--- src/hdl/burst_sram_wmask_pkg.sv ---
// Shared types and constants for the burst SRAM write-mask block
package burst_sram_wmask_pkg;

   localparam int DATA_W    = 36;
   localparam int ADDR_W    = 23;
   localparam int LANES     = 4;
   localparam int NIBBLES   = 2;
   localparam int LANE_W    = 9;
   localparam int NIBBLE_W  = 4;
   localparam int LANE0_LSB = 0;
   localparam int LANE1_LSB = 9;
   localparam int LANE2_LSB = 18;
   localparam int LANE3_LSB = 27;
   localparam int NIB0_LSB  = 0;
   localparam int NIB1_LSB  = 4;
   localparam logic [ADDR_W-1:0] BURST_STEP = 23'h000001;

   typedef enum logic [1:0] {CFG_X8, CFG_X9, CFG_X18, CFG_X36} width_cfg_type;
   typedef enum logic [1:0] {WR_IDLE, WR_WAIT_KN, WR_COMMIT0, WR_COMMIT1} wr_state_type;
   typedef enum logic [2:0] {RD_IDLE, RD_LAT, RD_WAIT0, RD_WORD1, RD_HOLD} rd_state_type;

   typedef struct packed {
      logic [DATA_W-1:0]  data;
      logic [LANES-1:0]   lane_mask_n;
      logic [NIBBLES-1:0] nibble_mask_n;
   } beat_type;

   typedef struct packed {
      logic              we;
      logic [ADDR_W-1:0] addr;
      logic [DATA_W-1:0] bit_we;
      logic [DATA_W-1:0] data;
   } array_write_type;

   typedef struct packed {
      logic [DATA_W-1:0] word0;
      logic [DATA_W-1:0] word1;
   } read_pair_type;

   typedef struct packed {
      wr_state_type      wr_state;
      rd_state_type      rd_state;
      width_cfg_type     cfg;
      logic              single_clk;
      logic              k_prev;
      logic              kn_prev;
      logic              c_prev;
      logic              cn_prev;
      beat_type          beat0;
      beat_type          beat1;
      logic [ADDR_W-1:0] wr_addr;
      array_write_type   arr;
      logic [ADDR_W-1:0] rd_addr;
      logic              rd_req;
      logic [DATA_W-1:0] q;
      logic              q_oe;
      logic [DATA_W-1:0] rd_word1;
   } wmask_state_type;

   localparam wmask_state_type STATE_RESET = '0;

endpackage : burst_sram_wmask_pkg

--- src/hdl/burst_sram_byte_write_mask.sv ---
// Write-port masking, burst commit and read output staging of a burst SRAM
// Functional notes
// x8 mode: each low nibble mask writes its nibble, high keeps it.
// x18 mode: first lane mask governs bits 8..0; upper half kept.
// x18 mode: second lane mask governs bits 17..9; lower half kept.
// x9 mode: one mask writes all nine bits or nothing.
// x36 mode: four masks each govern one 9-bit lane.
// x36 mode: all masks low writes the whole 36-bit word.
// all masks high on a beat writes nothing; burst still proceeds.
// data and masks captured at K rise and again at inverted K rise.
// each beat uses its own mask values, independently.
// first beat goes to latched address, second to address plus one.
// after reset the port is deselected and outputs are high-impedance.
// read data leaves on output clock rises, or K clocks in single mode.
// controller should park all clocks high while stopped; the bench parks K and K# high but holds C and C# low in dual mode.
// write starts on select low at K rise; address at inverted K rise.
// output clocks high at power-on select single clock mode, fixed.
// one write enable per lane per beat; two words to A and A+1.
`timescale 1ns/1ps
`default_nettype none
module burst_sram_byte_write_mask (
   input  wire logic                                    i_core_clk,
   input  wire logic                                    i_reset,
   input  wire burst_sram_wmask_pkg::width_cfg_type     i_width_cfg,
   input  wire logic                                    i_k,
   input  wire logic                                    i_k_n,
   input  wire logic                                    i_c,
   input  wire logic                                    i_c_n,
   input  wire logic                                    i_write_port_select_n,
   input  wire logic                                    i_read_port_select_n,
   input  wire logic [burst_sram_wmask_pkg::ADDR_W-1:0] i_addr,
   input  wire logic [burst_sram_wmask_pkg::DATA_W-1:0] i_d,
   input  wire logic [burst_sram_wmask_pkg::LANES-1:0]  i_lane_write_mask_n,
   input  wire logic [1:0]                              i_nibble_write_mask_n,
   input  wire burst_sram_wmask_pkg::read_pair_type     i_arr_rdata,
   output var  burst_sram_wmask_pkg::array_write_type   o_arr_wr,
   output logic [burst_sram_wmask_pkg::ADDR_W-1:0]      o_rd_addr,
   output logic                                         o_rd_req,
   output logic [burst_sram_wmask_pkg::DATA_W-1:0]      o_q,
   output logic                                         o_q_oe
);
   import burst_sram_wmask_pkg::*;

   wmask_state_type st_reg;
   wmask_state_type st_next;
   logic            k_rise;
   logic            kn_rise;
   logic            pos_rise;
   logic            neg_rise;
   logic            wr_start;
   logic            rd_start;

   // Per-bit write enables from one beat's masks, by configuration
   function automatic logic [DATA_W-1:0] lane_bits(width_cfg_type cfg, beat_type b);
      logic [DATA_W-1:0] m;
      m = '0;
      case (cfg)
         CFG_X8: begin
            m[NIB0_LSB +: NIBBLE_W] = {NIBBLE_W{~b.nibble_mask_n[0]}};
            m[NIB1_LSB +: NIBBLE_W] = {NIBBLE_W{~b.nibble_mask_n[1]}};
         end
         CFG_X9: begin
            m[LANE0_LSB +: LANE_W] = {LANE_W{~b.lane_mask_n[0]}};
         end
         CFG_X18: begin
            m[LANE0_LSB +: LANE_W] = {LANE_W{~b.lane_mask_n[0]}};
            m[LANE1_LSB +: LANE_W] = {LANE_W{~b.lane_mask_n[1]}};
         end
         CFG_X36: begin
            // All four low gives the full word
            m[LANE0_LSB +: LANE_W] = {LANE_W{~b.lane_mask_n[0]}};
            m[LANE1_LSB +: LANE_W] = {LANE_W{~b.lane_mask_n[1]}};
            m[LANE2_LSB +: LANE_W] = {LANE_W{~b.lane_mask_n[2]}};
            m[LANE3_LSB +: LANE_W] = {LANE_W{~b.lane_mask_n[3]}};
         end
         default: begin
            m = '0;
         end
      endcase
      return m;
   endfunction : lane_bits

   function automatic array_write_type commit(width_cfg_type cfg, beat_type b,
                                              logic [ADDR_W-1:0] a);
      array_write_type w;
      w.bit_we = lane_bits(cfg, b);
      w.we     = |w.bit_we;
      w.addr   = a;
      w.data   = b.data;
      return w;
   endfunction : commit

   function automatic beat_type grab(logic [DATA_W-1:0] d, logic [LANES-1:0] l,
                                     logic [1:0] n);
      beat_type b;
      b.data          = d;
      b.lane_mask_n   = l;
      b.nibble_mask_n = n;
      return b;
   endfunction : grab

   always_comb begin
      // Input clocks are sampled levels; rises found against last sample
      k_rise   = i_k & ~st_reg.k_prev;
      kn_rise  = i_k_n & ~st_reg.kn_prev;
      pos_rise = st_reg.single_clk ? k_rise : (i_c & ~st_reg.c_prev);
      neg_rise = st_reg.single_clk ? kn_rise : (i_c_n & ~st_reg.cn_prev);
      wr_start = k_rise & ~i_write_port_select_n;
      rd_start = k_rise & ~i_read_port_select_n;

      st_next         = st_reg;
      st_next.k_prev  = i_k;
      st_next.kn_prev = i_k_n;
      st_next.c_prev  = i_c;
      st_next.cn_prev = i_c_n;
      st_next.arr.we  = 1'b0;
      st_next.rd_req  = 1'b0;

      case (st_reg.wr_state)
         WR_IDLE: begin
            if (wr_start) begin
               st_next.beat0 = grab(i_d, i_lane_write_mask_n, i_nibble_write_mask_n);
               st_next.wr_state = WR_WAIT_KN;
            end
         end
         WR_WAIT_KN: begin
            if (kn_rise) begin
               st_next.wr_addr = i_addr;
               st_next.beat1 = grab(i_d, i_lane_write_mask_n, i_nibble_write_mask_n);
               st_next.wr_state = WR_COMMIT0;
            end
         end
         WR_COMMIT0: begin
            st_next.arr = commit(st_reg.cfg, st_reg.beat0, st_reg.wr_addr);
            st_next.wr_state = WR_COMMIT1;
         end
         WR_COMMIT1: begin
            // Second word uses its own masks, not the first beat's
            st_next.arr = commit(st_reg.cfg, st_reg.beat1,
                                 ADDR_W'(st_reg.wr_addr + BURST_STEP));
            st_next.wr_state = WR_IDLE;
            if (wr_start) begin
               st_next.beat0 = grab(i_d, i_lane_write_mask_n, i_nibble_write_mask_n);
               st_next.wr_state = WR_WAIT_KN;
            end
         end
         default: begin
            st_next.wr_state = WR_IDLE;
         end
      endcase

      if (rd_start) begin
         st_next.rd_addr = i_addr;
         st_next.rd_req  = 1'b1;
      end

      // Read latency is one and a half K cycles to the first word
      case (st_reg.rd_state)
         RD_IDLE: begin
            st_next.q_oe = 1'b0;
            if (rd_start) begin
               st_next.rd_state = RD_LAT;
            end
         end
         RD_LAT: begin
            if (neg_rise) begin
               st_next.q_oe = 1'b0;
            end
            if (pos_rise && !rd_start) begin
               st_next.rd_state = RD_WAIT0;
            end
         end
         RD_WAIT0: begin
            if (neg_rise) begin
               st_next.q        = i_arr_rdata.word0;
               st_next.rd_word1 = i_arr_rdata.word1;
               st_next.q_oe     = 1'b1;
               st_next.rd_state = RD_WORD1;
            end
         end
         RD_WORD1: begin
            if (pos_rise) begin
               st_next.q        = st_reg.rd_word1;
               st_next.rd_state = RD_HOLD;
            end
         end
         RD_HOLD: begin
            // A read start here returns to RD_LAT, which releases the bus at the next neg_rise
            if (rd_start) begin
               st_next.rd_state = RD_LAT;
            end else if (neg_rise) begin
               st_next.q_oe     = 1'b0;
               st_next.rd_state = RD_IDLE;
            end
         end
         default: begin
            st_next.rd_state = RD_IDLE;
         end
      endcase

      if (i_reset) begin
         st_next            = STATE_RESET;
         // Straps are caught while reset is held and stay fixed after
         st_next.cfg        = i_width_cfg;
         st_next.single_clk = i_c & i_c_n;
         st_next.k_prev     = i_k;
         st_next.kn_prev    = i_k_n;
         st_next.c_prev     = i_c;
         st_next.cn_prev    = i_c_n;
      end
   end

   always_ff @(posedge i_core_clk) begin
      st_reg <= st_next;
   end

   assign o_arr_wr  = st_reg.arr;
   assign o_rd_addr = st_reg.rd_addr;
   assign o_rd_req  = st_reg.rd_req;
   assign o_q       = st_reg.q;
   assign o_q_oe    = st_reg.q_oe;
endmodule : burst_sram_byte_write_mask
`default_nettype wire

--- config.mk ---
export PLATFORM = sky130hd
export DESIGN_NAME = burst_sram_byte_write_mask
export DESIGN_NICKNAME = d
export VERILOG_FILES = /design/src/hdl/burst_sram_wmask_pkg.sv /design/src/hdl/burst_sram_byte_write_mask.sv
export SDC_FILE = /design/constraint.sdc
export NUM_CORES = 1
export LEC_CHECK = 0
export ABC_AREA = 0
export BUFFER_PORTS_ARGS = -buffer_cell sky130_fd_sc_hd__buf_4
export CORE_UTILIZATION = 49
export CTS_CLUSTER_SIZE = 12
export DETAILED_ROUTE_END_ITERATION = 12
export GPL_TIMING_DRIVEN = 0
export PLACE_DENSITY = 0.74
export SETUP_SLACK_MARGIN = 0.05
export SLEW_MARGIN = 20
export SYNTH_ARGS = -nofsm -noshare
export SYNTH_HDL_FRONTEND = slang
export SYNTH_SLANG_ARGS = --single-unit
--- constraint.sdc ---
create_clock -name i_core_clk -period 1.85 [get_ports i_core_clk]
set_input_delay 0.185 -clock i_core_clk [delete_from_list [all_inputs] [get_ports i_core_clk]]
set_output_delay 0.185 -clock i_core_clk [all_outputs]
set_load 0.005 [all_outputs]
## Word level (Yosys, flattened, before mapping)

Cells that the tools add are included.

- Output and inout bits: 157
- Register bits after elaboration: 312
- Bits of input ports: 147
- Word-level logic and storage cells: 125

- Reductions and logical operators: 20
- Add/sub/neg operators: 1
- Mux-type cells: 37
- Bitwise operators: 25
- Eq/ne operators: 18

Operators with widths:

| kind | count |
|---|---|
| $pmux 96 s2 | 1 |
| $mux 73 | 1 |
| $mux 18 | 4 |
| $pmux 36 s2 | 1 |
| $reduce_or 36->1 | 2 |
| $mux 36 | 1 |
| $mux 9 | 4 |
| $pmux 8 s2 | 2 |
| $add 23x1->23 const B | 1 |
| $mux 3 | 6 |
| $not 1->1 | 18 |
| $mux 8 | 2 |
| $pmux 3 s5 | 1 |
| $ne 2x2->1 const B | 7 |
| $mux 1 | 10 |
| $eq 2x2->1 const B | 4 |
| $pmux 2 s4 | 1 |
| $reduce_and 2->1 | 4 |
| $and 1x1->1 | 7 |
| $eq 3x2->1 const B | 2 |
| $reduce_and 3->1 | 2 |
| $reduce_and 5->1 | 1 |
| $eq 2x1->1 const B | 2 |
| $logic_not 2->1 | 2 |
| 12 further kinds | 15 |

## Longest topological paths before layout

Gate-level depths: netlist (run 1).

- Depth in word-level cells: 7
- Mapped depth: 8

## Worst setup path before layout (run 1)

No wires, ideal clock.

- Path kind: flip-flop to flip-flop
- Start point: reg st_reg[310] (netlist name)
- End point: reg st_reg (netlist bit o_arr_wr[20])
- Slack: -0.082 ns
- Data required time: 1.780 ns
- Clock period less this slack: 1.932 ns
- Stages on the path, launching flop included: 9
- Path buffers: 3
- Data arrival time: 1.861 ns
- Library setup time: 0.070 ns
- Path through: dfxtp_1 inv_1 ha_1 clkbuf_1 nor2_1 clkbuf_1 buf_2 nand2_1 a21oi_1

- Longest elaborated chain between the ends: 2

RTL lines:

| element | RTL line | source |
|---|---|---|
| from (decl) | burst_sram_byte_write_mask.sv:44 | `wmask_state_type st_reg;` |
| from (signal assigned) | burst_sram_byte_write_mask.sv:214 | `st_reg <= st_next;` |
| $eq 2x2->1 | burst_sram_byte_write_mask.sv:119 | `case (st_reg.wr_state)` |
| $pmux 96 s2 / $reduce_bool 2->1 (equally long branches) | - |  |

Parallel ways exist; a longest one is shown, timed or not.
A chain may end at the register's enable or synchronous reset.

## Worst setup path in the final report (run 1)

- Start point: reg st_reg[304] (netlist name)
- End point: reg st_reg[17] (netlist name)

- Longest elaborated chain between the ends: 2

RTL lines:

| element | RTL line | source |
|---|---|---|
| $mux 1 | burst_sram_byte_write_mask.sv:107 | `neg_rise = st_reg.single_clk ? kn_rise : (i_c_n & ~st_reg.cn_prev);` |
| $reduce_and 2->1 (no source line) | - |  |

No other way between the ends.

==> flow_metrics.py, run 1 <==
metrics = {
    "worst_setup_path": {
        "path_delay_family": "simple AND/OR/NAND/NOR gates",
        "r2r-start": "st_reg[304]$_DFFE_PP_",
        "crit_buf_inv": 2,
        "arrival_ps": 2270,
        "crit_path_cell_trace": "or3b_4 > a211oi_4 > buf_6 > buf_12 > mux2i_1 > nor2_1",
        "critPathMaxFanout": 10,
        "critical_path_class": "reg2reg",
        "critPathCaptureType": "flip-flop",
        "critPathRequiredTime_ps": 2260,
        "slowest_delay_ps": 420,
        "reg2reg_to": "st_reg[17]$_SDFFE_PP0P_",
        "slowest_stage": "or3b_4",
        "r2r_setup_slack_ps": -20,
        "setup.worst_path.start_class": "flip-flop",
        "r2r_cells": 6,
    },
    "logic_synthesis": {
        "async_reset_ff_share_pct": 0,
        "synthesis.instances": 1489,
        "synth_compound_area_share_pct": 21.14,
        "synth_ff_type": "dfxtp_1",
        "avgSynthCellArea_sq_um": 8.439,
        "synth-warning-count": 0,
        "ys_seq_area_share_pct": 45.17,
        "synth-adder-area-share_pct": 0.4979,
        "synthXorXnorAreaFrac_pct": 0,
        "synthSimpleGateAreaFrac_pct": 15.93,
        "ys_seq_elements": 282,
        "synth_top_family_by_area": "compound AO/OA/AOI/OAI gates",
        "synth_edf_count": 3,
        "yosysUniqueCellTypes": 56,
        "synthMuxAreaShare_pct": 3.375,
        "syn_area_sq_um": 12570,
        "syn_nets": 1641,
    },
    "drt": {
        "drtPass1Iterations": 7,
        "avgRoutedWirePerCell_um": 17.25,
        "wirelength_mm": 39.66,
        "ant_nets": 0,
        "drcViolationCount": 0,
        "vias_per_cell": 5.344,
        "vias": 12287,
        "dr.first_iter.drc_count": 910,
    },
    "place": {
        "dpl_worst_slack_ps": -656.5,
        "gp_congestion": 0.8605,
        "hpwl_mm": 27.29,
        "numPortBuffers": 303,
    },
    "final_layout": {
        "largest_reg_flops": 155,
        "nets": 2103,
        "area_growth_pct": 42.19,
        "final.fill_count": 1947,
        "finish.utilization_pct": 70.95,
        "drive_gt1_share_pct": 34.33,
        "antenna_cells": 0,
        "final_common_cell": "buf_4",
        "final_cell_mix": "buf_4, nand2_1, dfxtp_1",
    },
    "sta": {
        "tightest_slew_ps": 697.8,
        "maxSlewViolCount": 0,
        "fmax_mhz": 535.8,
        "holdWs_ps": -8.055,
        "period_share_pct": 100.9,
        "skew_ps": 15.55,
        "rsz0062_at_grt": "true",
        "min_period_ps": 1866,
        "setup_ws_ps": -16.41,
        "setup_viol": 3,
        "relSlewSlack_pct": 53.48,
        "tns_ps": -32.13,
        "hold_violations": 1,
    },
    "clock_tree": {
        "cts_buffers": 29,
        "cts_buffer_depth": 3,
        "h-tree-depth": 1,
        "clock_latency_ps": 550,
        "cts-root-buf": "clkbuf_16",
        "cts_tree": "done",
        "clk_pin_slew_ps": 60,
        "cts_sinks": 282,
    },
    "global_routing": {
        "grt_util_all_layers_pct": 28.95,
        "grtUsageMet1_pct": 37.20,
        "busiest_layer": "met2",
        "grt_max_degree": 15,
        "overflow": 0,
        "first_global_vias": 11551,
        "antenna_found_initial": 0,
        "grt_pass1_wl_mm": 61.09,
        "grt_use_met3_pct": 4.571,
        "use_met2_pct": 49.92,
    },
    "flow_run": {
        "cap_violations": 0,
    },
    "power_and_ir_drop": {
        "p_leak_uw": 0.007215,
        "vdd_ir_drop_max_mv": 0.6102,
        "p_per_area_nw_per_um2": 734.2,
    },
    "floorplan": {
        "rows": 58,
        "dieWidth_um": 162.1,
        "initial_core_util_pct": 49.90,
        "die-area_sq_um": 26290,
        "pin_count": 304,
        "die_h_um": 162.1,
        "coreArea_sq_um": 25180,
    },
    "worst_hold_path": {
        "hold_path_depth": 3,
        "worstHoldPathType": "in2reg",
        "min_from": "i_arr_rdata[60]",
        "holdPathEnd": "o_q[24]$_SDFFE_PP0P_",
    },
    "run_status": {
        "violations": "hold timing, setup timing",
        "status": "finished with violations",
    },
}
-- cell families after synthesis --
group | after synthesis
AO/OA/AOI/OAI | 412
adder cells (fa/ha/maj) | 5
buffers and inverters | 279
flip-flops | 282
multiplexers | 41
AND/OR/NAND/NOR | 470
-- worst register-to-register path: cells and delay by family (launching register included) --
kind | cells | cell delay [ps]
simple gates | 2 | 480
mux | 1 | 240
flops | 1 | 390
compound gates | 1 | 260
buf+inv | 2 | 370
-- Yosys cell counts (4+ instances only) --
cell      count  area share [%]
a32oi_1       6            0.42
o21ai_0      13            0.52
a31oi_1       9            0.45
a21oi_1     227             9.0
o211ai_1      4            0.24
clkbuf_1     77             2.3
a311o_1       4            0.32
buf_2        17            0.68
a211oi_1     14            0.84
or3_1         5            0.25
mux2i_1      39             3.1
ha_1          5            0.50
inv_1         9            0.27
nor2_1       57             1.7
a22oi_1      85             5.1
dfxtp_1     279              44
nand3_1       7            0.28
and2_1        4            0.20
nor3_1       12            0.48
buf_1         7            0.21
nand4_1       7            0.35
nor2b_1       4            0.20
buf_6        12             1.1
a211oi_2     30             3.0
nand2_1     332             9.9
and4_1        8            0.56
or4_1         4            0.24
and3_1        8            0.40
buf_4       156             9.3
nand2b_1      4            0.20
o22ai_1       5            0.25
-- worst max-delay path by stage --
stage / start / end / cells past startpoint
6_report: st_reg[304]$_DFFE_PP_ / st_reg[17]$_SDFFE_PP0P_ / 6
2_1_floorplan: st_reg[310]$_SDFFE_PP0P_ / o_arr_wr[70]$_SDFFE_PP0P_ / 8
5_1_grt: st_reg[304]$_DFFE_PP_ / st_reg[17]$_SDFFE_PP0P_ / 6
3_5_place_dp: st_reg[310]$_SDFFE_PP0P_ / o_arr_wr[34]$_SDFFE_PP0P_ / 7
4_1_cts: st_reg[311]$_SDFFE_PP0P_ / o_arr_wr[92]$_SDFFE_PP0P_ / 6
3_3_place_gp: st_reg[310]$_SDFFE_PP0P_ / o_arr_wr[34]$_SDFFE_PP0P_ / 7
-- where the power goes --
part	leakage (uW)	switching, uW	internal, uW	total, uW
logic	0.00450	633	691	1320
clock network	0.000430	2370	3170	5540
registers	0.00229	76.8	6180	6260
total	0.00722	3070	10000	13100
-- area by class of cell --
type                    count  area [sq um]  area share (%)
plain buffers             262          1856           10.39
repair buffers            439          3665           20.51
flip-flops and latches    282          5692           31.86
clock buffers              44         822.0           4.601
inverters                   9         33.78          0.1891
well taps                 330         412.9           2.311
multi-input cells         928          5333           29.85
clock inverters             5         53.80          0.3011
-- timing repair --
item / 4_1_cts / 5_1_grt
hold buffers: 108 / 1
gates resized for setup: 79 / 81
setup endpoints to repair: 221 / 216
cloned: 1 / 4
endpoints found under the hold margin: 176 / 1
setup buffers: 12 / 9
pin swaps: 3 / 33
-- through the flow --
stage,std cells,total power [uW],hold WS [ps],area [sq um]
floorplan,1489,6851,212.7,12590
detailed placement,2123,7383,317.1,15290
global route,2299,13540,3.470,17870
CTS,2287,13070,19.28,17520
global placement,2122,7363,314.3,15270
finish,2299,13120,-8.055,17870
-- metal layers --
layer  routed length, um  vias up
met2               19360      475
li1                    -     5918
met4                 945        0
met1               16440     5820
met3                2916       74
met5                   0        -
Power figures use the tool's default switching activity.
==> run 2, diff against run 1 <==
- CORE_ASPECT_RATIO: not set -> 1.5
==> flow_metrics.py, run 2 (synthesized netlist as in run 1, its figures left out) <==
metrics = {
    "worst_setup_path": {
        "crit_path_cell_trace": "or3b_4 > a211oi_2 > buf_6 > buf_12 > mux2i_1 > nor2_1",
        "slowest_delay_ps": 400,
        "setup.worst_path.start_class": "flip-flop",
        "critical_path_class": "reg2reg",
        "critPathMaxFanout": 6,
        "critPathRequiredTime_ps": 2260,
        "crit_buf_inv": 2,
        "critPathCaptureType": "flip-flop",
        "slowest_stage": "or3b_4",
        "path_delay_family": "simple AND/OR/NAND/NOR gates",
        "cp_num_cells": 6,
        "r2r_cells": 6,
        "arrival_ps": 2370,
    },
    "clock_tree": {
        "clk_pin_slew_ps": 60,
        "cts_buffer_depth": 3,
        "cts_tree": "done",
        "cts_buffers": 28,
        "cts-root-buf": "clkbuf_16",
        "clock_latency_ps": 560,
        "cts_sinks": 282,
        "h-tree-depth": 1,
    },
    "run_status": {
        "status": "finished with violations",
        "violations": "setup timing",
    },
    "sta": {
        "skew_ps": 22.35,
        "setup_ws_ps": -112.3,
        "period_share_pct": 106.1,
        "holdWs_ps": 11.00,
        "setup_viol": 1,
        "rsz0062_at_grt": "true",
        "tightest_slew_ps": 704.1,
        "fmax_mhz": 509.6,
        "maxSlewViolCount": 0,
        "hold_violations": 0,
        "min_period_ps": 1962,
        "relSlewSlack_pct": 53.06,
    },
    "final_layout": {
        "final_common_cell": "buf_4",
        "drive_gt1_share_pct": 33.96,
        "largest_reg_flops": 155,
        "final_cell_mix": "buf_4, nand2_1, dfxtp_1",
        "finish.utilization_pct": 70.35,
        "multi_input_area_sq_um": 5321,
        "nets": 2099,
        "final-seq-area_sq_um": 5689,
        "final.fill_count": 1964,
        "area_growth_pct": 40.76,
    },
    "global_routing": {
        "first_global_vias": 12013,
        "grt_util_all_layers_pct": 29.16,
        "antenna_found_initial": 1,
        "grt_max_degree": 15,
        "grt_pass1_wl_mm": 61.03,
        "overflow": 0,
    },
    "drt": {
        "drcViolationCount": 0,
        "vias_per_cell": 5.382,
        "wirelength_mm": 40.57,
        "dr.first_iter.drc_count": 808,
        "avgRoutedWirePerCell_um": 17.74,
        "vias": 12308,
        "drtPass1Iterations": 6,
        "ant_nets": 0,
    },
    "floorplan": {
        "initial_core_util_pct": 49.98,
        "die-area_sq_um": 26300,
        "rows": 71,
        "coreArea_sq_um": 25140,
        "die_h_um": 198.1,
        "pin_count": 304,
        "dieWidth_um": 132.8,
    },
    "place": {
        "numPortBuffers": 303,
        "gp_congestion": 0.8864,
        "hpwl_mm": 27.89,
    },
    "power_and_ir_drop": {
        "p_per_area_nw_per_um2": 724.6,
        "vdd_ir_drop_max_mv": 0.7827,
        "p_leak_uw": 0.007156,
        "power_uw": 12820,
    },
    "worst_hold_path": {
        "worstHoldPathType": "in2reg",
        "hold_path_depth": 3,
    },
    "flow_run": {
        "cap_violations": 0,
    },
}
run 2: repair_timing:
item,CTS,global route
pin swaps,2,6
hold buffers,109,1
resized for setup,79,70
endpoints found under the setup margin,217,195
gates cloned,0,4
buffers inserted,8,10
hold endpoints to repair,177,1
run 2: tightest hold or removal path: stages:
cell and delay (ps):
buf_4 80, a22oi_1 70, a211oi_2 170
run 2: final timing paths:
path	slack (ps)	to	from
max	-110	st_reg[16]$_SDFFE_PP0P_	st_reg[304]$_DFFE_PP_
min	10	o_q[7]$_SDFFE_PP0P_	i_arr_rdata[43]
max reg2reg	-110	st_reg[16]$_SDFFE_PP0P_	st_reg[304]$_DFFE_PP_
min reg2reg	450	st_reg[230]$_SDFFE_PP0P_	st_reg[230]$_SDFFE_PP0P_
run 2: through the flow:
step           setup WS [ps]  TNS (ps)  cells  instance area [sq um]
3_5_place_dp          -595.5   -107110   2120                  15280
4_1_cts                10.94         0   2274                  17400
2_1_floorplan          42.71         0   1489                  12590
5_1_grt               -209.2    -451.1   2287                  17690
3_3_place_gp          -592.2   -100760   2120                  15270
6_report              -112.3    -112.3   2287                  17690
run 2: routing by layer:
metal | wire, um | vias to the layer above | GRT usage (%)
li1 | - | 5907 | -
met1 | 14720 | 5756 | 30.63
met3 | 2696 | 105 | 4.429
met2 | 21520 | 540 | 56.73
met4 | 1627 | 0 | 12.64
met5 | 0 | - | 0
run 2: cell type report:
cell class / instances / share of cell area [%]
antenna: 1 / 0.01415
inverter: 9 / 0.1910
clock inverter: 4 / 0.3183
multi-input combinational: 930 / 30.09
tap: 328 / 2.320
clock buffer: 37 / 4.266
timing repair buffer: 433 / 20.15
buffer: 263 / 10.48
sequential: 282 / 32.17
run 2: report_power, final:
part	total, uW	switching, uW	internal [uW]
Sequential	6260	76.7	6180
Clock	5280	2320	2960
Combinational	1280	624	652
==> run 3, diff against run 2 <==
- SKIP_LAST_GASP: not set -> 1
==> flow_metrics.py, run 3 (synthesized netlist as in run 1, its figures left out) <==
metrics = {
    "place": {
        "numPortBuffers": 303,
        "hpwl_mm": 27.89,
        "gp_congestion": 0.8864,
    },
    "worst_setup_path": {
        "r2r_cells": 6,
        "arrival_ps": 2280,
        "r2r-start": "st_reg[304]$_DFFE_PP_",
        "critPathMaxFanout": 10,
        "critical_path_class": "reg2reg",
        "critPathCaptureType": "flip-flop",
        "reg2reg_to": "o_q[17]$_SDFFE_PP0P_",
        "critPathRequiredTime_ps": 2300,
        "r2r_setup_slack_ps": 20,
        "setup.worst_path.start_class": "flip-flop",
    },
    "clock_tree": {
        "cts_sinks": 282,
        "h-tree-depth": 1,
        "cts_buffer_depth": 3,
        "cts_buffers": 28,
        "clock_latency_ps": 550,
        "clk_pin_slew_ps": 60,
        "cts-root-buf": "clkbuf_16",
        "cts_tree": "done",
    },
    "global_routing": {
        "antenna_found_initial": 1,
        "grt_pass1_wl_mm": 61.03,
        "grt_util_all_layers_pct": 29.16,
        "grt_max_degree": 15,
        "first_global_vias": 12013,
        "overflow": 0,
    },
    "sta": {
        "setup_viol": 0,
        "tightest_slew_ps": 674.3,
        "hold_violations": 0,
        "relSlewSlack_pct": 55.04,
        "min_period_ps": 1833,
        "maxSlewViolCount": 0,
        "period_share_pct": 99.10,
        "skew_ps": 19.17,
        "fmax_mhz": 545.5,
        "rsz0062_at_grt": "true",
        "tns_ps": 0,
    },
    "floorplan": {
        "rows": 71,
        "die_h_um": 198.1,
        "pin_count": 304,
        "initial_core_util_pct": 49.98,
        "dieWidth_um": 132.8,
        "die-area_sq_um": 26300,
        "coreArea_sq_um": 25140,
    },
    "final_layout": {
        "area_growth_pct": 40.53,
        "final_common_cell": "buf_4",
        "final.fill_count": 1974,
        "final_cell_mix": "buf_4, nand2_1, dfxtp_1",
        "drive_gt1_share_pct": 33.71,
        "largest_reg_flops": 155,
        "nets": 2099,
        "finish.utilization_pct": 70.24,
    },
    "worst_hold_path": {
        "hold_path_depth": 3,
        "min_from": "i_arr_rdata[43]",
        "worstHoldPathType": "in2reg",
        "holdPathEnd": "o_q[7]$_SDFFE_PP0P_",
    },
    "drt": {
        "ant_nets": 0,
        "vias_per_cell": 5.386,
        "wirelength_mm": 40.07,
        "avgRoutedWirePerCell_um": 17.52,
        "dr.first_iter.drc_count": 844,
        "drcViolationCount": 0,
        "drtPass1Iterations": 6,
        "vias": 12318,
    },
    "power_and_ir_drop": {
        "vdd_ir_drop_max_mv": 0.7728,
        "p_per_area_nw_per_um2": 724.6,
        "power_uw": 12790,
        "p_leak_uw": 0.007150,
    },
    "flow_run": {
        "cap_violations": 0,
    },
    "run_status": {
        "status": "completed",
    },
}
-- run 3: cell types whose count changed in the layout (fill, tap and decap cells not counted), sizes merged --
cell    change
buf         -3
clkbuf      +3
-- run 3: how the worst max path moves through the flow --
stage / start / endpoint / slack [ps] / cells past startpoint
final: st_reg[304]$_DFFE_PP_ / o_q[17]$_SDFFE_PP0P_ / 20 / 6
after CTS: st_reg[311]$_SDFFE_PP0P_ / st_reg[222]$_SDFFE_PP0P_ / 10 / 7
after global placement: st_reg[310]$_SDFFE_PP0P_ / o_arr_wr[29]$_SDFFE_PP0P_ / -590 / 7
after detailed placement: st_reg[310]$_SDFFE_PP0P_ / o_arr_wr[29]$_SDFFE_PP0P_ / -600 / 7
after global routing: st_reg[304]$_DFFE_PP_ / st_reg[15]$_SDFFE_PP0P_ / -30 / 6
after floorplan: st_reg[310]$_SDFFE_PP0P_ / o_arr_wr[70]$_SDFFE_PP0P_ / 40 / 8
-- run 3: routing by layer --
metal / GRT usage [%] / share of wire (%) / vias to the layer above
met5: 0 / 0 / -
li1: - / - / 5894
met2: 56.73 / 53 / 552
met1: 30.63 / 36 / 5757
met3: 4.429 / 6.9 / 115
met4: 12.64 / 4.2 / 0
-- run 3: cell type report --
cell class	count	area, sq um	share of cell area [%]
inverters	9	33.78	0.1913
multi-input cells	930	5298	30.00
clock inverters	4	56.30	0.3189
well taps	328	410.4	2.324
repair buffers	433	3565	20.19
plain buffers	263	1851	10.48
diodes	1	2.502	0.01417
flip-flops and latches	282	5688	32.21
clock buffers	37	754.5	4.273
-- run 3: metrics by stage --
| step | instances | hold WS, ps | worst slack, ps | instance area, sq um |
|---|---|---|---|---|
| after floorplan | 1489 | 212.7 | 42.71 | 12590 |
| after global placement | 2120 | 309.4 | -592.2 | 15270 |
| after detailed placement | 2120 | 312.0 | -595.5 | 15280 |
| after CTS | 2274 | 4.692 | 10.94 | 17400 |
| after global routing | 2287 | 18.93 | -33.95 | 17660 |
| final | 2287 | 9.495 | 16.65 | 17660 |
-- run 3: worst max-delay path, cell delays in order (launching register included) --
cell and delay (ps):
edfxtp_1 390, or3b_4 400, buf_4 150, a21oi_4 200
buf_4 230, a22oi_1 110, a211oi_2 250
-- run 3: repair_timing --
item                                    CTS  global route
cloned                                    0             4
hold buffers                            109             1
gates resized for setup                  79            60
endpoints found under the setup margin  217           195
pin swaps                                 2             6
setup buffers                             8            10
hold endpoints to repair                177             1
-- run 3: power by group --
| group | total [uW] | leakage, uW | internal (uW) | switching, uW |
|---|---|---|---|---|
| registers | 6260 | 0.00229 | 6180 | 76.7 |
| logic | 1270 | 0.00447 | 649 | 618 |
| clock network | 5270 | 0.000397 | 2960 | 2310 |
